File: src/urx_pkg.sv
/*
 package for the rx endpoint status/control block: register offsets,
 field positions, reset values, modes and carrier structs.
 assumes a 32-bit classic wishbone register bus.
*/
package urx_pkg;
   localparam int unsigned ADDR_W = 4;
   localparam logic [ADDR_W-1:0] OFF_CSR = 4'h0;
   localparam logic [ADDR_W-1:0] OFF_IRQ_STAT = 4'h4;
   localparam logic [ADDR_W-1:0] OFF_IRQ_MASK = 4'h8;
   localparam logic [ADDR_W-1:0] OFF_MODE = 4'hC;

   localparam int unsigned BIT_ERR = 18;
   localparam int unsigned BIT_FULL = 17;
   localparam int unsigned BIT_RDY = 16;
   localparam int unsigned PAYLOAD_REPEAT_COUNT_HI = 15;
   localparam int unsigned PAYLOAD_REPEAT_COUNT_LO = 11;
   localparam int unsigned MAXP_HI = 10;
   localparam int unsigned MAXP_LO = 0;
   localparam int unsigned MAXP_W = 11;
   localparam int unsigned PAYLOAD_REPEAT_COUNT_W = 5;
   localparam int unsigned PAY_W = 17;

   localparam logic [1:0] NODATA_TRIES = 2'h3;
   localparam logic [MAXP_W-1:0] MAXP_RST = 11'h000;
   localparam logic [PAYLOAD_REPEAT_COUNT_W-1:0] PAYLOAD_REPEAT_COUNT_RST = 5'h00;

   // interrupt status/mask layout
   localparam int unsigned IRQ_RDY = 0;
   localparam int unsigned IRQ_ERR = 1;
   localparam int unsigned IRQ_W = 2;

   // endpoint transfer type
   typedef enum logic [1:0] {
      URX_XFER_CTRL = 2'h0,
      URX_XFER_ISO = 2'h1,
      URX_XFER_BULK = 2'h2,
      URX_XFER_INT = 2'h3
   } urx_xfer_t;

   // events from the receive engine, one-cycle pulses
   typedef struct packed {
      logic pkt_done;
      logic pkt_dropped;
      logic rx_attempt_empty;
      logic rx_attempt_data;
   } urx_evt_t;

   typedef struct packed {
      logic [MAXP_W-1:0] limit;
      logic [PAYLOAD_REPEAT_COUNT_W-1:0] repeat_count;
      logic [PAY_W-1:0] payload_bytes;
   } urx_cfg_t;
endpackage : urx_pkg

File: src/urx_flag.sv
/*
 one sticky flag: hardware set wins over software clear.
 assumes set and clear are single-cycle strobes on clk_sys.
*/
`timescale 1ns/1ps
module urx_flag
(
   input wire logic clk_sys,
   input wire logic reset,
   input wire logic set,
   input wire logic clr,
   output logic flag
);
   always_ff @(posedge clk_sys)
   begin
      if (reset)
         flag <= 1'b0;
      else if (set)
         flag <= 1'b1;
      else if (clr)
         flag <= 1'b0;
   end
endmodule : urx_flag

File: src/urx_ctrl.sv
/*
 rx endpoint status and payload control with wishbone slave and interrupt.
 assumes a receive engine gives one-cycle event pulses and a fifo-full level,
 all synchronous to clk_sys.
*/
// Added by the designer: the register offsets and the Wishbone interface to the registers.
// Contract
// RL1 - in device mode a dropped OUT packet sets the overrun flag in bit 18.
// RL2 - the overrun flag reads zero when the endpoint is bulk.
// RL3 - in host mode three empty receive attempts set bit 18 and interrupt.
// RL4 - the host no-data flag reads zero for an isochronous endpoint.
// RL5 - bit 17 reads one while the fifo cannot take another packet.
// RL6 - a received packet sets bit 16 and raises an interrupt.
// RL7 - software clears bit 16 by writing zero after unloading the packet.
// RL8 - software clears bit 18 by writing zero; hardware never clears it.
// RL9 - payload size is the limit times the repeat count plus one.
// RL10 - for bulk the repeat count splits one fifo packet into bus packets.
// RL11 - software loads only bulk packets that are whole multiples of limit.
// RL12 - software sets repeat count 2 or 3 for high-speed iso or interrupt.
// RL13 - bits 10 to 0 hold the per-transaction payload limit in bytes.
// RL14 - in dma mode 1 software keeps the payload limit even.
// RL15 - bit 17 falls as soon as a packet is unloaded and a slot frees.
`timescale 1ns/1ps
module urx_ctrl
(
   input wire logic clk_sys,
   input wire logic reset,
   // classic wishbone slave
   input wire logic wb_cyc_i,
   input wire logic wb_stb_i,
   input wire logic wb_we_i,
   input wire logic [urx_pkg::ADDR_W-1:0] wb_adr_i,
   input wire logic [3:0] wb_sel_i,
   input wire logic [31:0] wb_dat_i,
   output logic [31:0] wb_dat_o,
   output logic wb_ack_o,
   // receive engine side
   input wire logic host_mode,
   input wire urx_pkg::urx_xfer_t xfer_type,
   input wire logic fifo_no_room,
   input wire urx_pkg::urx_evt_t evt,
   output urx_pkg::urx_cfg_t cfg,
   output logic irq
);
   // --------------------------------------------------------------
   // bus decode
   // --------------------------------------------------------------
   logic req;
   logic wr;
   logic rd;
   logic sel_csr;
   logic sel_stat;
   logic sel_mask;
   logic sel_mode;
   logic [31:0] next_dat;

   assign req = wb_cyc_i && wb_stb_i && !wb_ack_o;
   assign wr = req && wb_we_i;
   assign rd = req && !wb_we_i;

   always_comb
   begin
      sel_csr = 1'b0;
      sel_stat = 1'b0;
      sel_mask = 1'b0;
      sel_mode = 1'b0;
      if (wb_adr_i == urx_pkg::OFF_CSR)
         sel_csr = 1'b1;
      else if (wb_adr_i == urx_pkg::OFF_IRQ_STAT)
         sel_stat = 1'b1;
      else if (wb_adr_i == urx_pkg::OFF_IRQ_MASK)
         sel_mask = 1'b1;
      else if (wb_adr_i == urx_pkg::OFF_MODE)
         sel_mode = 1'b1;
   end

   // --------------------------------------------------------------
   // configuration fields
   // --------------------------------------------------------------
   logic [urx_pkg::MAXP_W-1:0] limit;
   logic [urx_pkg::PAYLOAD_REPEAT_COUNT_W-1:0] repeat_count;
   logic dma_mode1;
   logic [urx_pkg::IRQ_W-1:0] mask;

   always_ff @(posedge clk_sys)
   begin
      if (reset)
         limit <= urx_pkg::MAXP_RST;
      else if (wr && sel_csr)
      begin
         if (wb_sel_i[0])
            limit[7:0] <= wb_dat_i[7:0];
         if (wb_sel_i[1])
            limit[urx_pkg::MAXP_W-1:8] <= wb_dat_i[urx_pkg::MAXP_HI:8]; // [RL13]
      end
   end

   always_ff @(posedge clk_sys)
   begin
      if (reset)
         repeat_count <= urx_pkg::PAYLOAD_REPEAT_COUNT_RST;
      else if (wr && sel_csr && wb_sel_i[1])
         repeat_count <= wb_dat_i[urx_pkg::PAYLOAD_REPEAT_COUNT_HI:urx_pkg::PAYLOAD_REPEAT_COUNT_LO];
   end

   always_ff @(posedge clk_sys)
   begin
      if (reset)
      begin
         mask <= '0;
         dma_mode1 <= 1'b0;
      end
      else
      begin
         if (wr && sel_mask && wb_sel_i[0])
            mask <= wb_dat_i[urx_pkg::IRQ_W-1:0];
         if (wr && sel_mode && wb_sel_i[0])
            dma_mode1 <= wb_dat_i[0];
      end
   end

   // payload = limit * (count + 1); a count of 31 gives the 32 split
   // packets a bulk endpoint may use
   logic [urx_pkg::PAY_W-1:0] payload;
   assign payload = urx_pkg::PAY_W'(limit) *
      urx_pkg::PAY_W'({1'b0, repeat_count} + 6'h01); // [RL9] [RL10]

   always_ff @(posedge clk_sys)
   begin
      if (reset)
         cfg <= '0;
      else
      begin
         cfg.limit <= limit; // [RL13]
         cfg.repeat_count <= repeat_count; // [RL10]
         cfg.payload_bytes <= payload; // [RL9]
      end
   end

   // --------------------------------------------------------------
   // status flags
   // --------------------------------------------------------------
   logic is_iso;
   logic is_bulk;
   logic wr_csr_b2;
   logic set_rdy;
   logic set_err;
   logic clr_rdy;
   logic clr_err;
   logic rdy_flag;
   logic err_flag;
   logic err_visible;
   logic [1:0] empty_tries;

   assign is_iso = xfer_type == urx_pkg::URX_XFER_ISO;
   assign is_bulk = xfer_type == urx_pkg::URX_XFER_BULK;
   assign wr_csr_b2 = wr && sel_csr && wb_sel_i[2];
   // only a written zero clears; writing one has no effect
   assign clr_rdy = wr_csr_b2 && !wb_dat_i[urx_pkg::BIT_RDY]; // [RL7]
   assign clr_err = wr_csr_b2 && !wb_dat_i[urx_pkg::BIT_ERR]; // [RL8]

   // consecutive empty attempts in host mode; data resets the run
   always_ff @(posedge clk_sys)
   begin
      if (reset || !host_mode || evt.rx_attempt_data)
         empty_tries <= 2'h0;
      else if (evt.rx_attempt_empty)
      begin
         if (empty_tries == urx_pkg::NODATA_TRIES - 2'h1)
            empty_tries <= 2'h0;
         else
            empty_tries <= empty_tries + 2'h1;
      end
   end

   assign set_rdy = evt.pkt_done; // [RL6]
   assign set_err = host_mode
      ? (evt.rx_attempt_empty && !evt.rx_attempt_data
         && empty_tries == urx_pkg::NODATA_TRIES - 2'h1) // [RL3]
      : evt.pkt_dropped; // [RL1]

   urx_flag u_rdy
   (
      .clk_sys(clk_sys),
      .reset(reset),
      .set(set_rdy),
      .clr(clr_rdy),
      .flag(rdy_flag)
   );

   urx_flag u_err
   (
      .clk_sys(clk_sys),
      .reset(reset),
      .set(set_err),
      .clr(clr_err),
      .flag(err_flag)
   );

   // flag reads zero in the transfer type where it has no meaning
   assign err_visible = err_flag &&
      (host_mode ? !is_iso : !is_bulk); // [RL2] [RL4]

   // --------------------------------------------------------------
   // interrupt status, cleared by reading it
   // --------------------------------------------------------------
   logic [urx_pkg::IRQ_W-1:0] istat;
   logic [urx_pkg::IRQ_W-1:0] ievt;
   logic rd_stat;

   assign ievt[urx_pkg::IRQ_RDY] = set_rdy; // [RL6]
   assign ievt[urx_pkg::IRQ_ERR] = set_err && host_mode && !is_iso; // [RL3]
   assign rd_stat = rd && sel_stat;

   // a new event in the read cycle survives the clear
   always_ff @(posedge clk_sys)
   begin
      if (reset)
         istat <= '0;
      else if (rd_stat)
         istat <= ievt;
      else
         istat <= istat | ievt;
   end

   always_ff @(posedge clk_sys)
   begin
      if (reset)
         irq <= 1'b0;
      else
         irq <= |((rd_stat ? ievt : (istat | ievt)) & mask);
   end

   // --------------------------------------------------------------
   // read data and acknowledge
   // --------------------------------------------------------------
   always_comb
   begin
      next_dat = 32'h0000_0000;
      if (sel_csr)
      begin
         next_dat[urx_pkg::MAXP_HI:urx_pkg::MAXP_LO] = limit;
         next_dat[urx_pkg::PAYLOAD_REPEAT_COUNT_HI:urx_pkg::PAYLOAD_REPEAT_COUNT_LO] = repeat_count;
         next_dat[urx_pkg::BIT_RDY] = rdy_flag;
         next_dat[urx_pkg::BIT_FULL] = fifo_no_room; // [RL5] [RL15]
         next_dat[urx_pkg::BIT_ERR] = err_visible;
      end
      else if (sel_stat)
         next_dat[urx_pkg::IRQ_W-1:0] = istat;
      else if (sel_mask)
         next_dat[urx_pkg::IRQ_W-1:0] = mask;
      else if (sel_mode)
         next_dat[0] = dma_mode1;
   end

   // unmapped addresses ack with zero data and ignore writes
   always_ff @(posedge clk_sys)
   begin
      if (reset)
      begin
         wb_ack_o <= 1'b0;
         wb_dat_o <= 32'h0000_0000;
      end
      else
      begin
         wb_ack_o <= req;
         if (rd)
            wb_dat_o <= next_dat;
      end
   end

   // --------------------------------------------------------------
   // checks
   // --------------------------------------------------------------
   bulk_overrun_zero_a: assert property (@(posedge clk_sys) // [RL2]
      disable iff (reset)
      (!host_mode && is_bulk && rd && sel_csr)
      |=> !wb_dat_o[urx_pkg::BIT_ERR])
      else $error("overrun bit read nonzero on bulk endpoint");

   iso_nodata_zero_a: assert property (@(posedge clk_sys) // [RL4]
      disable iff (reset)
      (host_mode && is_iso && rd && sel_csr)
      |=> !wb_dat_o[urx_pkg::BIT_ERR])
      else $error("no-data bit read nonzero on iso endpoint");

   drop_sets_err_a: assert property (@(posedge clk_sys) // [RL1]
      disable iff (reset)
      (!host_mode && evt.pkt_dropped) |=> err_flag)
      else $error("dropped packet did not set overrun");

   nodata_three_a: assert property (@(posedge clk_sys) // [RL3]
      disable iff (reset)
      (host_mode && !is_iso && set_err && mask[urx_pkg::IRQ_ERR])
      |=> (err_flag && irq))
      else $error("third empty attempt did not flag and interrupt");

   err_hold_a: assert property (@(posedge clk_sys) // [RL8]
      disable iff (reset)
      (err_flag && !clr_err) |=> err_flag)
      else $error("error flag cleared without software write");

   full_read_a: assert property (@(posedge clk_sys) // [RL5] [RL15]
      disable iff (reset)
      (rd && sel_csr) |=> wb_dat_o[urx_pkg::BIT_FULL] == $past(fifo_no_room))
      else $error("fifo full bit does not follow fifo state");

   rdy_irq_a: assert property (@(posedge clk_sys) // [RL6]
      disable iff (reset)
      (evt.pkt_done && mask[urx_pkg::IRQ_RDY]) |=> (rdy_flag && irq))
      else $error("received packet did not flag and interrupt");

   rdy_clear_a: assert property (@(posedge clk_sys) // [RL7]
      disable iff (reset)
      (clr_rdy && !set_rdy) |=> !rdy_flag)
      else $error("writing zero did not clear packet waiting");

   payload_size_a: assert property (@(posedge clk_sys) // [RL9]
      disable iff (reset)
      1'b1 |=> cfg.payload_bytes == $past(limit) * ($past(repeat_count) + 1))
      else $error("payload size not limit times count plus one");

   limit_write_a: assert property (@(posedge clk_sys) // [RL13]
      disable iff (reset)
      (wr && sel_csr && wb_sel_i[1:0] == 2'h3)
      |=> limit == $past(wb_dat_i[urx_pkg::MAXP_HI:0]))
      else $error("payload limit write lost");

   // irq is registered, so it tracks status only while the mask holds
   irq_level_a: assert property (@(posedge clk_sys) // [RL3] [RL6]
      disable iff (reset)
      $stable(mask) |-> irq == |(istat & mask))
      else $error("interrupt does not follow unmasked status");

   rdy_set_wins_a: assert property (@(posedge clk_sys) // [RL6]
      disable iff (reset)
      (set_rdy && clr_rdy) |=> rdy_flag)
      else $error("packet waiting lost to a same-cycle clear");

   err_set_wins_a: assert property (@(posedge clk_sys) // [RL1] [RL3]
      disable iff (reset)
      (set_err && clr_err) |=> err_flag)
      else $error("error flag lost to a same-cycle clear");

   ack_pulse_a: assert property (@(posedge clk_sys)
      disable iff (reset)
      wb_ack_o |=> !wb_ack_o)
      else $error("acknowledge held for more than one cycle");
endmodule : urx_ctrl

File: config.mk
export PLATFORM = sky130hd
export DESIGN_NAME = urx_ctrl
export DESIGN_NICKNAME = d
export VERILOG_FILES = /design/src/urx_pkg.sv /design/src/urx_flag.sv /design/src/urx_ctrl.sv
export SDC_FILE = /design/constraint.sdc
export NUM_CORES = 1
export LEC_CHECK = 0
export BUFFER_PORTS_ARGS = -buffer_cell sky130_fd_sc_hd__buf_2
export CELL_PAD_IN_SITES_DETAIL_PLACEMENT = 0
export CELL_PAD_IN_SITES_GLOBAL_PLACEMENT = 1
export CORE_ASPECT_RATIO = 1.5
export CORE_MARGIN = 1.5
export CORE_UTILIZATION = 44
export DETAILED_ROUTE_END_ITERATION = 8
export PLACE_DENSITY_LB_ADDON = 0.1
export SYNTH_ARGS = -nofsm -noshare
export SYNTH_HDL_FRONTEND = slang
export SYNTH_HIERARCHICAL = 1
export SYNTH_SLANG_ARGS = --single-unit
File: constraint.sdc
create_clock -name clk_sys -period 7.17 [get_ports clk_sys]
set_input_delay 1.434 -clock clk_sys [delete_from_list [all_inputs] [get_ports clk_sys]]
set_output_delay 1.434 -clock clk_sys [all_outputs]
set_load 0.02 [all_outputs]
# Word level (Yosys, flattened, before mapping)
# Cells that the tools add are included.
# word_totals
ff_bits	79
in_bits	53
output_inout_bits	67
wordCells	85
# op_classes
add_sub_neg	2
n_mul	1
eq_ne	6
muxes	24
bitwise_logic	2
reduce_logical	35
# op_table
op	count
1-bit logical AND	19
1-bit 2-to-1 mux	19
11-bit by 6-bit multiplier with 17-bit output	1
17-bit 2-to-1 mux	1
4-bit equality test, second input constant	2
1-bit logical NOT	8
2-bit 2-to-1 mux	4
5-bit by 1-bit adder with 6-bit output, second input constant	1
2-bit equality test, second input constant	2
4-bit by 3-bit equality test with 1-bit output, second input constant	1
4-bit logical NOT	1
2-bit AND reduction	2
2-bit nonzero test	2
2-bit by 1-bit adder with 2-bit output, second input constant	1
2-bit AND	1
2-bit by 1-bit equality test with 1-bit output, second input constant	1
1-bit logical OR	2
2-bit OR	1
2-bit OR reduction	1

# Longest topological paths before layout
# Gate-level depths: netlist (run 1).
# logic_depth
depth_word	10
depth_mapped	17
depth_no_buf	16

# By module
# The synthesis (run 1) kept the hierarchy.
# by_module_without_submodules
module	instances	cells_each	area_each_um2	seq_area_each_um2
urx_ctrl	1	513	4739.5	1541.5
urx_flag	2	4	38.8	20.0

# Worst setup path before layout (run 1)
# Ideal clock, no wire load.
# synth_path
path_kind	flip-flop to flip-flop
startpoint	register repeat_count[0] (netlist name)
endpoint	register cfg[15] (netlist name)
setup_time_ps	121
arrival_ps	4282
required_time_ps	7049
path_slack_ps	2767
stages_incl_launch_ff	17
path_buffers	1
period_less_slack_ps	4403
path_cell_list	dfxtp_1 -> ha_1 -> nand3_1 -> xor2_1 -> clkbuf_1 -> nor2b_1 -> fa_1 -> fa_1 -> inv_1 -> fa_1 -> inv_1 -> ha_1 -> a21oi_1 -> o221a_2 -> nor3_1 -> a211oi_1 -> mux2_2
# synth_between
elab_chain_cells	2
# synth_lines
item	line_no	source
start, declared	urx_ctrl.sv:81	logic [urx_pkg::PAYLOAD_REPEAT_COUNT_W-1:0] repeat_count;
start signal, assigned	urx_ctrl.sv:101	repeat_count <= urx_pkg::PAYLOAD_REPEAT_COUNT_RST;
start signal, assigned	urx_ctrl.sv:103	repeat_count <= wb_dat_i[urx_pkg::PAYLOAD_REPEAT_COUNT_HI:urx_pkg::PAYLOAD_REPEAT_COUNT_LO];
5-bit by 1-bit adder with 6-bit output	urx_ctrl.sv:126	urx_pkg::PAY_W'({1'b0, repeat_count} + 6'h01);
11-bit by 6-bit multiplier with 17-bit output	urx_ctrl.sv:125	assign payload = urx_pkg::PAY_W'(limit) *
end, declared	urx_ctrl.sv:42	output urx_pkg::urx_cfg_t cfg,
# No other way between the ends.
# A chain may end at the register's enable or synchronous reset.

# Final worst setup path (run 1)
# layout_path
startpoint	register repeat_count[0] (netlist name)
endpoint	register cfg[16] (netlist name)
# The elaborated chain is that of the path after synthesis.

==> results of run 1 <==
-- cell usage in the layout (no fill, tap or decap), types with 3 or more instances in the layout --
master / instances
xnor2_1: 4
conb_1: 13
nor2_1: 33
clkbuf_16: 9
xor2_1: 7
buf_2: 91
nor3_1: 4
and2_1: 31
o21ai_0: 7
nand2b_1: 8
o21bai_1: 3
inv_1: 56
mux2i_1: 4
a22o_1: 15
a21o_1: 3
ha_1: 26
dfxtp_1: 79
mux2_2: 3
a22oi_1: 4
nand3_1: 27
nand2_1: 32
a21oi_1: 31
fa_1: 37
nor2b_1: 52
-- report_power, final --
part	switching [mW]	internal, mW
Sequential	0.00166	0.441
Clock	0.194	0.272
Combinational	0.0282	0.0139
Total	0.223	0.727
-- state kept, by name, summed over array words and instances (netlist names) --
name	cells
cfg	33
wb_dat_o	19
limit	11
repeat_count	5
empty_tries	2
istat	2
mask	2
dma_mode1	1
irq	1
u_err/flag	1
u_rdy/flag	1
wb_ack_o	1
-- metal layers --
layer,wire (um),vias to the layer above,GRT usage (%)
li1,-,1825,-
met1,4260,1796,22.8
met2,5670,75,34.4
met3,420,20,4.59
met4,281,0,7.90
met5,0,-,0
-- through the flow --
| stage | area (um2) | setup WS [ns] | cells | hold WS [ns] | utilization, % |
|---|---|---|---|---|---|
| finish | 5630 | 1.73 | 753 | 0.472 | 53.1 |
| global route | 5630 | 1.41 | 753 | 0.494 | 53.1 |
| global placement | 5330 | 1.78 | 737 | 0.454 | 50.3 |
| detailed placement | 5330 | 1.71 | 737 | 0.455 | 50.3 |
| floorplan | 4860 | 2.77 | 533 | 0.450 | - |
| CTS | 5630 | 1.70 | 753 | 0.475 | 53.1 |
-- final cells by class --
class,count,area [um2],area share [%]
multi-input combinational,365,2880,51.3
sequential,79,1580,28.1
timing repair buffer,93,470,8.36
clock buffer,10,229,4.07
inverter,56,210,3.74
tap,144,180,3.20
clock inverter,6,70.1,1.25
-- final timing paths --
kind	cells after the start	slack, ns	endpoint	startpoint
worst max-delay path	15	1.73	cfg[16]	repeat_count[0]
worst min-delay path	1	0.47	wb_dat_o[13]	wb_dat_o[13]
worst max register to register	15	1.73	cfg[16]	repeat_count[0]
worst min register to register	1	0.47	wb_dat_o[13]	wb_dat_o[13]
-- critical path, stage by stage (launching register included) --
cell and delay, ns:
dfxtp_1 0.72, ha_1 0.29, nand3_1 0.11, xor2_1 0.71, nor2b_1 0.15, fa_1 0.53
fa_1 0.55, inv_1 0.05, fa_1 0.52, inv_1 0.04, ha_1 0.36, a21oi_1 0.29
o211ai_2 0.17, a21oi_1 0.31, o31a_1 0.18, mux2_2 0.33
-- cell families after synthesis --
logic type | share of synthesized area [%]
and+or+nand+nor | 22.6
buffers and inverters | 8.23
DFF | 32.8
AOI/OAI and AO/OA | 10.1
adders and majority gates | 22.1
xor gates and xnor gates | 2.00
muxes | 2.00
other | 0.0778
==> impl_metrics.env, run 1 <==
export IMPL_synth_commonest_cells="dfxtp_1, inv_1, nor2b_1, fa_1, nor2_1"
export IMPL_cts_tree="done"
export IMPL_synth_top_area_share_pct=32.8
export IMPL_synth_area_per_cell_um2=9.25
export IMPL_crit_path_max_fanout=16
export IMPL_std_cell_rows=46
export IMPL_drive_gt1_share_pct=19.9
export IMPL_total_leakage_power_nw=2.67
export IMPL_cts_buffers=9
export IMPL_ant_nets=0
export IMPL_core_area_um2=10600
export IMPL_dp_hpwl_mm=8.11
export IMPL_synth_cells=521
export IMPL_fmax_mhz=184
export IMPL_setup_viol=0
export IMPL_clock_sinks=79
export IMPL_dieArea_um2=11600
export IMPL_dieHeight_um=131
export IMPL_ctsResizeCount=0
export IMPL_synth_edf_count=0
export IMPL_status="completed"
export IMPL_min_period_ns=5.44
export IMPL_die_x_um=88.4
export IMPL_critPathRequiredTime_ns=7.39
export IMPL_slew_viol_final=0
export IMPL_maxSlewHeadroom_pct=27.3
export IMPL_rsz0062_at_grt="false"
export IMPL_hold_path_class="reg -> reg"
export IMPL_fillCellCount=1056
export IMPL_clk_pin_slew_worst_paths_ns=0.06
export IMPL_layout_area_overhead_vs_synth_pct=16.8
export IMPL_ctsRootBufferMaster="clkbuf_16"
export IMPL_post_synth_top_count_cell="dfxtp_1"
export IMPL_synth_seq_area_share_pct=32.8
export IMPL_first_global_vias=3634
export IMPL_drc_errors=0
export IMPL_grt_pass1_wl_mm=17.8
export IMPL_finalCritPeriodShare_pct=75.9
export IMPL_gr_total_overflow=0
export IMPL_start_util_pct=45.5
export IMPL_async_reset_ff_share_pct=0
export IMPL_routedWlPerCell_um=14.1
export IMPL_synth_cell_types=45
export IMPL_grt_max_degree=68
export IMPL_dr_first_iter_drc_count=112
export IMPL_synth_warnings=6
export IMPL_tns_ns=0
export IMPL_ys_flop_type="dfxtp_1"
export IMPL_yosysTopAreaCell="dfxtp_1"
export IMPL_clk_path_buf_depth=2
export IMPL_track_usage_pct=19.8
export IMPL_synth_area_leaders="dfxtp_1, fa_1, ha_1"
export IMPL_arrival_ns=5.66
export IMPL_worst_skew_pair_late_latency_ns=0.34
export IMPL_portBuffers=91
export IMPL_clock_skew_ns=0.00840
export IMPL_cts_hold_buf=0
export IMPL_antenna_found_initial=0
export IMPL_power_uw=950
export IMPL_routabilityCongestion=0.817
export IMPL_dr_total_vias=3716
export IMPL_ir_drop_mv=0.115
export IMPL_crit_type="reg -> reg"
export IMPL_finalWirelength_mm=10.6
export IMPL_nets=720
export IMPL_ys_ff_latch=79
export IMPL_post_cts_buffers=0
export IMPL_vias_per_cell=4.93
export IMPL_syn_area_um2=4820
export IMPL_cp_end_kind="flop"
export IMPL_worst_pin_slew_ns=1.09
export IMPL_startpoint_type="flop"
export IMPL_hold_viol_final=0
export IMPL_htree_levels=3
export IMPL_ios=120
export IMPL_diodes=0
export IMPL_dr_pass1_iters=4
export IMPL_p_per_area_nw_per_um2=169
export IMPL_max_cap_violations=0
Note: power is estimated with default switching activity, not from simulation.
==> run 2: changes to the inputs <==
- CORE_UTILIZATION: 44 -> 40
- clock period: 7.17 -> 5.1 ns (I/O delays scaled with it)
==> run 2 against run 1 <==
Global-route usage is 1.7 points lower. Critical endpoint unchanged. Register-to-register slack worse by 1.2 ns. Via count is 1.2% lower. First-iteration DRC count is 27% lower. Die area is 9.7% higher. Final cell count is 1.3% higher. Maximum frequency is 19% higher. Wire length is 1.1% higher.
==> impl_metrics.env, run 2 (same netlist as run 1, synthesis figures left out) <==
export IMPL_top_regs="cfg: 33 flops, wb_dat_o: 19 flops, limit: 11 flops"
export IMPL_slew_viol_final=0
export IMPL_placed_area_um2=5360
export IMPL_grt_max_degree=38
export IMPL_max_cap_violations=0
export IMPL_ir_drop_mv=0.147
export IMPL_clk_path_buf_depth=2
export IMPL_crit_slowest_cell="fa_1"
export IMPL_dr_total_vias=3671
export IMPL_min_period_ns=4.56
export IMPL_ctsRootBufferMaster="clkbuf_16"
export IMPL_internal_power_mw=1.04
export IMPL_maxSlewHeadroom_pct=32.6
export IMPL_dp_hpwl_mm=8.28
export IMPL_diodes=0
export IMPL_finalCritPeriodShare_pct=89.3
export IMPL_gr_total_overflow=0
export IMPL_die_x_um=92.6
export IMPL_p_per_area_nw_per_um2=239
export IMPL_placed_cells=747
export IMPL_multi_input_area_um2=2880
export IMPL_stdcell_count=763
export IMPL_rsz0062_at_grt="false"
export IMPL_path_common_cell="fa_1"
export IMPL_final_cell_mix="buf_2, dfxtp_1, inv_1"
export IMPL_routedWlPerCell_um=14.1
export IMPL_dieHeight_um=137
export IMPL_fin_area_um2=5670
export IMPL_dieArea_um2=12700
export IMPL_critPathRequiredTime_ns=5.33
export IMPL_drive_gt1_share_pct=20.4
export IMPL_final_util_pct=48.7
export IMPL_fmax_mhz=219
export IMPL_largest_register="cfg"
export IMPL_dr_first_iter_drc_count=82
export IMPL_track_usage_pct=18.1
export IMPL_power_mw=1.35
export IMPL_nets=724
export IMPL_total_leakage_power_nw=2.70
export IMPL_drc_errors=0
export IMPL_first_global_vias=3774
export IMPL_dr_pass1_iters=4
export IMPL_grt_pass1_wl_mm=17.7
export IMPL_regArea_um2=1580
export IMPL_start_util_pct=41.3
export IMPL_path_depth=16
export IMPL_arrival_ns=4.79
export IMPL_power_share_clock_pct=49.7
export IMPL_setup_viol=0
export IMPL_crit_type="reg -> reg"
export IMPL_critPathBufInv=3
export IMPL_routabilityCongestion=0.810
export IMPL_cts_tree="done"
export IMPL_combPwrFrac_pct=4.4
export IMPL_finalWirelength_mm=10.8
export IMPL_fillCellCount=1184
export IMPL_path_cells="ha_1 > nand3_1 > xor2_1 > buf_4 > nor2b_1 > fa_1 > fa_1 > inv_1 > fa_1 > inv_1 > ha_1 > a21oi_1 > o211ai_2 > a21oi_1 > o31a_1 > mux2_2"
export IMPL_core_area_um2=11700
export IMPL_timing_final_ws_setup_ns=0.543
export IMPL_ios=120
export IMPL_clk_pin_slew_worst_paths_ns=0.06
export IMPL_final_common_cell="buf_2"
export IMPL_cp_top_family="adder cells"
export IMPL_p_switching_uw=318
export IMPL_r2r_cells=16
export IMPL_post_cts_buffers=0
export IMPL_hold_path_class="reg -> reg"
export IMPL_worst_skew_pair_late_latency_ns=0.34
export IMPL_seqPwrFrac_pct=45.9
export IMPL_dpl_worst_slack_ns=0.526
export IMPL_whs_ns=0.473
export IMPL_antenna_found_initial=0
export IMPL_worst_pin_slew_ns=1.01
export IMPL_cts_buffers=9
export IMPL_hold_depth=1
export IMPL_max_stage_delay_ns=0.54
export IMPL_clock_sinks=79
export IMPL_layout_area_overhead_vs_synth_pct=17.7
export IMPL_htree_levels=3
export IMPL_tns_ns=0
export IMPL_largest_reg_flops=33
export IMPL_portBuffers=91
export IMPL_cts_hold_buf=0
export IMPL_startpoint_type="flop"
export IMPL_ctsResizeCount=0
export IMPL_status="completed"
export IMPL_hold_viol_final=0
export IMPL_netSwitchingFraction_pct=23.5
export IMPL_cp_end_kind="flop"
export IMPL_std_cell_rows=48
export IMPL_clock_skew_ns=0.00759
export IMPL_vias_per_cell=4.81
export IMPL_crit_path_max_fanout=11
export IMPL_ant_nets=0
[run 2: metal layers]
layer / global-route usage, % / share of wire [%]
met5: 0 / 0
met4: 6.32 / 1.4
met3: 4.03 / 4.6
met2: 33.7 / 54
met1: 19.9 / 40
[run 2: final timing paths]
kind / endpoint / startpoint / slack [ns]
max: cfg[16] / repeat_count[1] / 0.54
min: wb_dat_o[13] / wb_dat_o[13] / 0.47
max reg2reg: cfg[16] / repeat_count[1] / 0.54
min reg2reg: wb_dat_o[13] / wb_dat_o[13] / 0.47
[run 2: final cells by class]
class,count,area share [%]
Sequential cell,79,27.9
Tap cell,150,3.31
Clock buffer,11,4.28
Multi-Input combinational cell,365,50.9
Timing Repair Buffer,97,8.83
Inverter,56,3.71
Clock inverter,5,1.13
[run 2: power groups by stage]
stage	logic, mW	registers (mW)	clock network [mW]
finish	0.0593	0.622	0.673
global route	0.0663	0.622	0.711
CTS	0.0602	0.622	0.690
detailed placement	0.0601	0.636	0
global placement	0.0589	0.636	0
floorplan	0.0428	0.636	0
[run 2: worst register-to-register path, delay by kind of cell (launching register included)]
family | cells | cell delay, ns
buf+inv | 3 | 0.27
simple gates | 2 | 0.26
mux | 1 | 0.32
compound gates | 4 | 0.96
xor+xnor | 1 | 0.15
flops | 1 | 0.39
fa+ha+maj | 5 | 2.10
==> run 3: changes to the inputs <==
- ABC_AREA: unset -> 1
- CORE_UTILIZATION: 40 -> 39
- GPL_TIMING_DRIVEN: unset -> 0
==> run 3 against run 2 <==
Clock power is 13% higher. Setup slack improved by 0.067 ns. First-iteration DRC count increased by 37%. Wire length is 17% higher. Synthesized cell count rose by 31%. Critical path type unchanged. Die area is 6.6% higher. Via count increased by 19%. Count of clock-buffer cells in the layout shrank 1. Sequential cell count unchanged. Critical path depth grew 1. Final cell count is 25% higher. Largest power group unchanged. Non-clock buffer count grew 20.
==> impl_metrics.env, run 3 <==
export IMPL_synth_warnings=6
export IMPL_regArea_um2=1580
export IMPL_track_usage_pct=20.2
export IMPL_post_cts_buffers=0
export IMPL_arrival_ns=4.72
export IMPL_antenna_found_initial=0
export IMPL_grt_max_degree=15
export IMPL_synth_cells=681
export IMPL_drive_gt1_share_pct=18.3
export IMPL_fillCellCount=1290
export IMPL_portBuffers=91
export IMPL_worstSetupEndpoint="cfg[16]"
export IMPL_status="completed"
export IMPL_nets=911
export IMPL_max_stage_delay_ns=0.55
export IMPL_largest_register="cfg"
export IMPL_dieHeight_um=142
export IMPL_min_period_ns=4.49
export IMPL_startpoint="repeat_count[0]"
export IMPL_path_depth=17
export IMPL_vias_per_cell=4.55
export IMPL_yosysTopAreaCell="dfxtp_1"
export IMPL_synth_edf_count=0
export IMPL_crit_type="reg -> reg"
export IMPL_ys_ff_latch=79
export IMPL_clk_pin_slew_worst_paths_ns=0.06
export IMPL_routabilityCongestion=0.860
export IMPL_ir_drop_mv=0.151
export IMPL_async_reset_ff_share_pct=0
export IMPL_cp_end_kind="flop"
export IMPL_gr_total_overflow=0
export IMPL_tns_ns=0
export IMPL_final_common_cell="nor2_1"
export IMPL_crit_path_max_fanout=10
export IMPL_p_per_area_nw_per_um2=241
export IMPL_crit_slowest_cell="fa_1"
export IMPL_final_cell_mix="nor2_1, nand2_1, inv_1"
export IMPL_core_area_um2=12500
export IMPL_dr_total_vias=4354
export IMPL_std_cell_rows=50
export IMPL_dp_hpwl_mm=10.4
export IMPL_top_regs="cfg: 33 flops, wb_dat_o: 19 flops, limit: 11 flops"
export IMPL_clock_sinks=79
export IMPL_maxSlewHeadroom_pct=62.2
export IMPL_worst_skew_pair_late_latency_ns=0.34
export IMPL_synth_commonest_cells="nor2_1, nand2_1, inv_1, dfxtp_1, fa_1"
export IMPL_cts_buffers=9
export IMPL_grt_pass1_wl_mm=20.9
export IMPL_post_synth_top_count_cell="nor2_1"
export IMPL_hold_path_class="reg -> reg"
export IMPL_reg2reg_setup_slack_ns=0.61
export IMPL_dr_first_iter_drc_count=112
export IMPL_setup_viol=0
export IMPL_cts_tree="done"
export IMPL_multi_input_area_um2=2800
export IMPL_ios=120
export IMPL_critPathBufInv=2
export IMPL_max_cap_violations=0
export IMPL_total_leakage_power_nw=3.37
export IMPL_slew_viol_final=0
export IMPL_synth_cell_types=36
export IMPL_htree_levels=3
export IMPL_drc_errors=0
export IMPL_first_global_vias=4396
export IMPL_cp_top_family="adder cells"
export IMPL_r2r_cells=17
export IMPL_synth_area_per_cell_um2=7.37
export IMPL_clock_skew_ns=0.00770
export IMPL_synth_top_area_share_pct=31.5
export IMPL_ant_nets=0
export IMPL_clk_path_buf_depth=2
export IMPL_cts_hold_buf=0
export IMPL_path_common_cell="nand2_1"
export IMPL_ys_flop_type="dfxtp_1"
export IMPL_routedWlPerCell_um=13.2
export IMPL_r2r_start="repeat_count[0]"
export IMPL_critPathRequiredTime_ns=5.33
export IMPL_synth_area_leaders="dfxtp_1, fa_1, nor2_1"
export IMPL_r2r_end="cfg[16]"
export IMPL_fmax_mhz=223
export IMPL_ctsRootBufferMaster="clkbuf_16"
export IMPL_dieArea_um2=13600
export IMPL_synth_seq_area_share_pct=31.5
export IMPL_worst_pin_slew_ns=0.567
export IMPL_ctsResizeCount=0
export IMPL_rsz0062_at_grt="false"
export IMPL_layout_area_overhead_vs_synth_pct=20.9
export IMPL_hold_viol_final=0
export IMPL_finalWirelength_mm=12.6
export IMPL_start_util_pct=40.1
export IMPL_syn_area_um2=5020
export IMPL_path_cells="ha_1 > nand3_1 > xor2_2 > inv_1 > nand2_1 > fa_1 > fa_1 > fa_1 > inv_1 > ha_1 > nand2_1 > nor2_1 > nand2_1 > nand3_1 > nand2_1 > a21oi_1 > nor2_1"
export IMPL_finalCritPeriodShare_pct=88.0
export IMPL_fin_area_um2=6070
export IMPL_largest_reg_flops=33
export IMPL_die_x_um=95.6
export IMPL_diodes=0
export IMPL_startpoint_type="flop"
export IMPL_dr_pass1_iters=4
export IMPL_placed_area_um2=5710
-- run 3: changes by cell type in the layout (fill, tap and decap cells not counted), moves of 5 or more --
cell / before / now
o21ai_0: 7 / 26
nand3_1: 27 / 35
a21oi_1: 31 / 22
nand2b_1: 8 / 0
nand2_1: 32 / 132
inv_1: 56 / 127
xor2_1: 7 / 0
a22o_1: 15 / 1
and2_1: 31 / 1
buf_4: 6 / 13
nor2b_1: 52 / 0
nor2_1: 33 / 137
clkbuf_1: 1 / 6
-- run 3: logic make-up after synthesis --
group                      share of synthesized area (%)
xor gates and xnor gates                           0.848
DFF                                                 31.5
and+or+nand+nor                                     26.9
other                                             0.0747
buffers and inverters                               13.6
AOI/OAI and AO/OA                                   5.81
adders and majority gates                           21.2
-- run 3: per-stage QoR --
stage / total power [mW] / instances / hold WS [ns] / worst slack, ns / utilization, %
4_1_cts: 1.48 / 956 / 0.450 / 0.576 / 48.5
3_3_place_gp: 0.714 / 940 / 0.440 / 0.578 / 45.7
2_1_floorplan: 0.684 / 693 / 0.419 / 1.35 / -
6_report: 1.46 / 956 / 0.447 / 0.610 / 48.5
3_5_place_dp: 0.715 / 940 / 0.435 / 0.603 / 45.7
5_1_grt: 1.51 / 956 / 0.485 / 0.281 / 48.5
-- run 3: worst min-delay path by stage --
stage | start | end | slack, ns | cells past startpoint
2_1_floorplan | mask[1] | irq | 0.42 | 2
4_1_cts | mask[1] | irq | 0.45 | 2
3_3_place_gp | mask[1] | irq | 0.44 | 2
6_report | mask[1] | irq | 0.45 | 2
5_1_grt | wb_dat_o[18] | wb_dat_o[18] | 0.48 | 2
3_5_place_dp | mask[1] | irq | 0.43 | 2
-- run 3: area by class of cell --
cell class	count	share of cell area (%)
Inverter	131	8.10
Buffer	26	3.16
Tap cell	156	3.22
Sequential cell	79	26.1
Clock inverter	6	1.90
Timing Repair Buffer	91	7.51
Clock buffer	10	3.94
Multi-Input combinational cell	457	46.1
-- run 3: report_power, final --
group / internal, mW / switching, mW / leakage [nW] / total (mW)
clock network: 0.495 / 0.267 / 0.170 / 0.762
logic: 0.0295 / 0.0477 / 2.57 / 0.0772
registers: 0.621 / 0.00214 / 0.637 / 0.623
-- run 3: worst register-to-register path: cells and delay by family (launching register included) --
| kind | cells | cell delay (ns) |
|---|---|---|
| AOI/OAI and AO/OA | 1 | 0.16 |
| xor gates and xnor gates | 1 | 0.49 |
| adders and majority gates | 5 | 2.18 |
| buffers and inverters | 2 | 0.21 |
| DFF | 1 | 0.49 |
| and+or+nand+nor | 8 | 0.85 |
-- run 3: routing by layer --
| layer | up-vias | GRT usage [%] | wire, um |
|---|---|---|---|
| met2 | 82 | 37.9 | 6790 |
| li1 | 2247 | - | - |
| met5 | - | 0 | 0 |
| met1 | 2009 | 22.6 | 5100 |
| met4 | 0 | 6.66 | 238 |
| met3 | 16 | 2.68 | 450 |
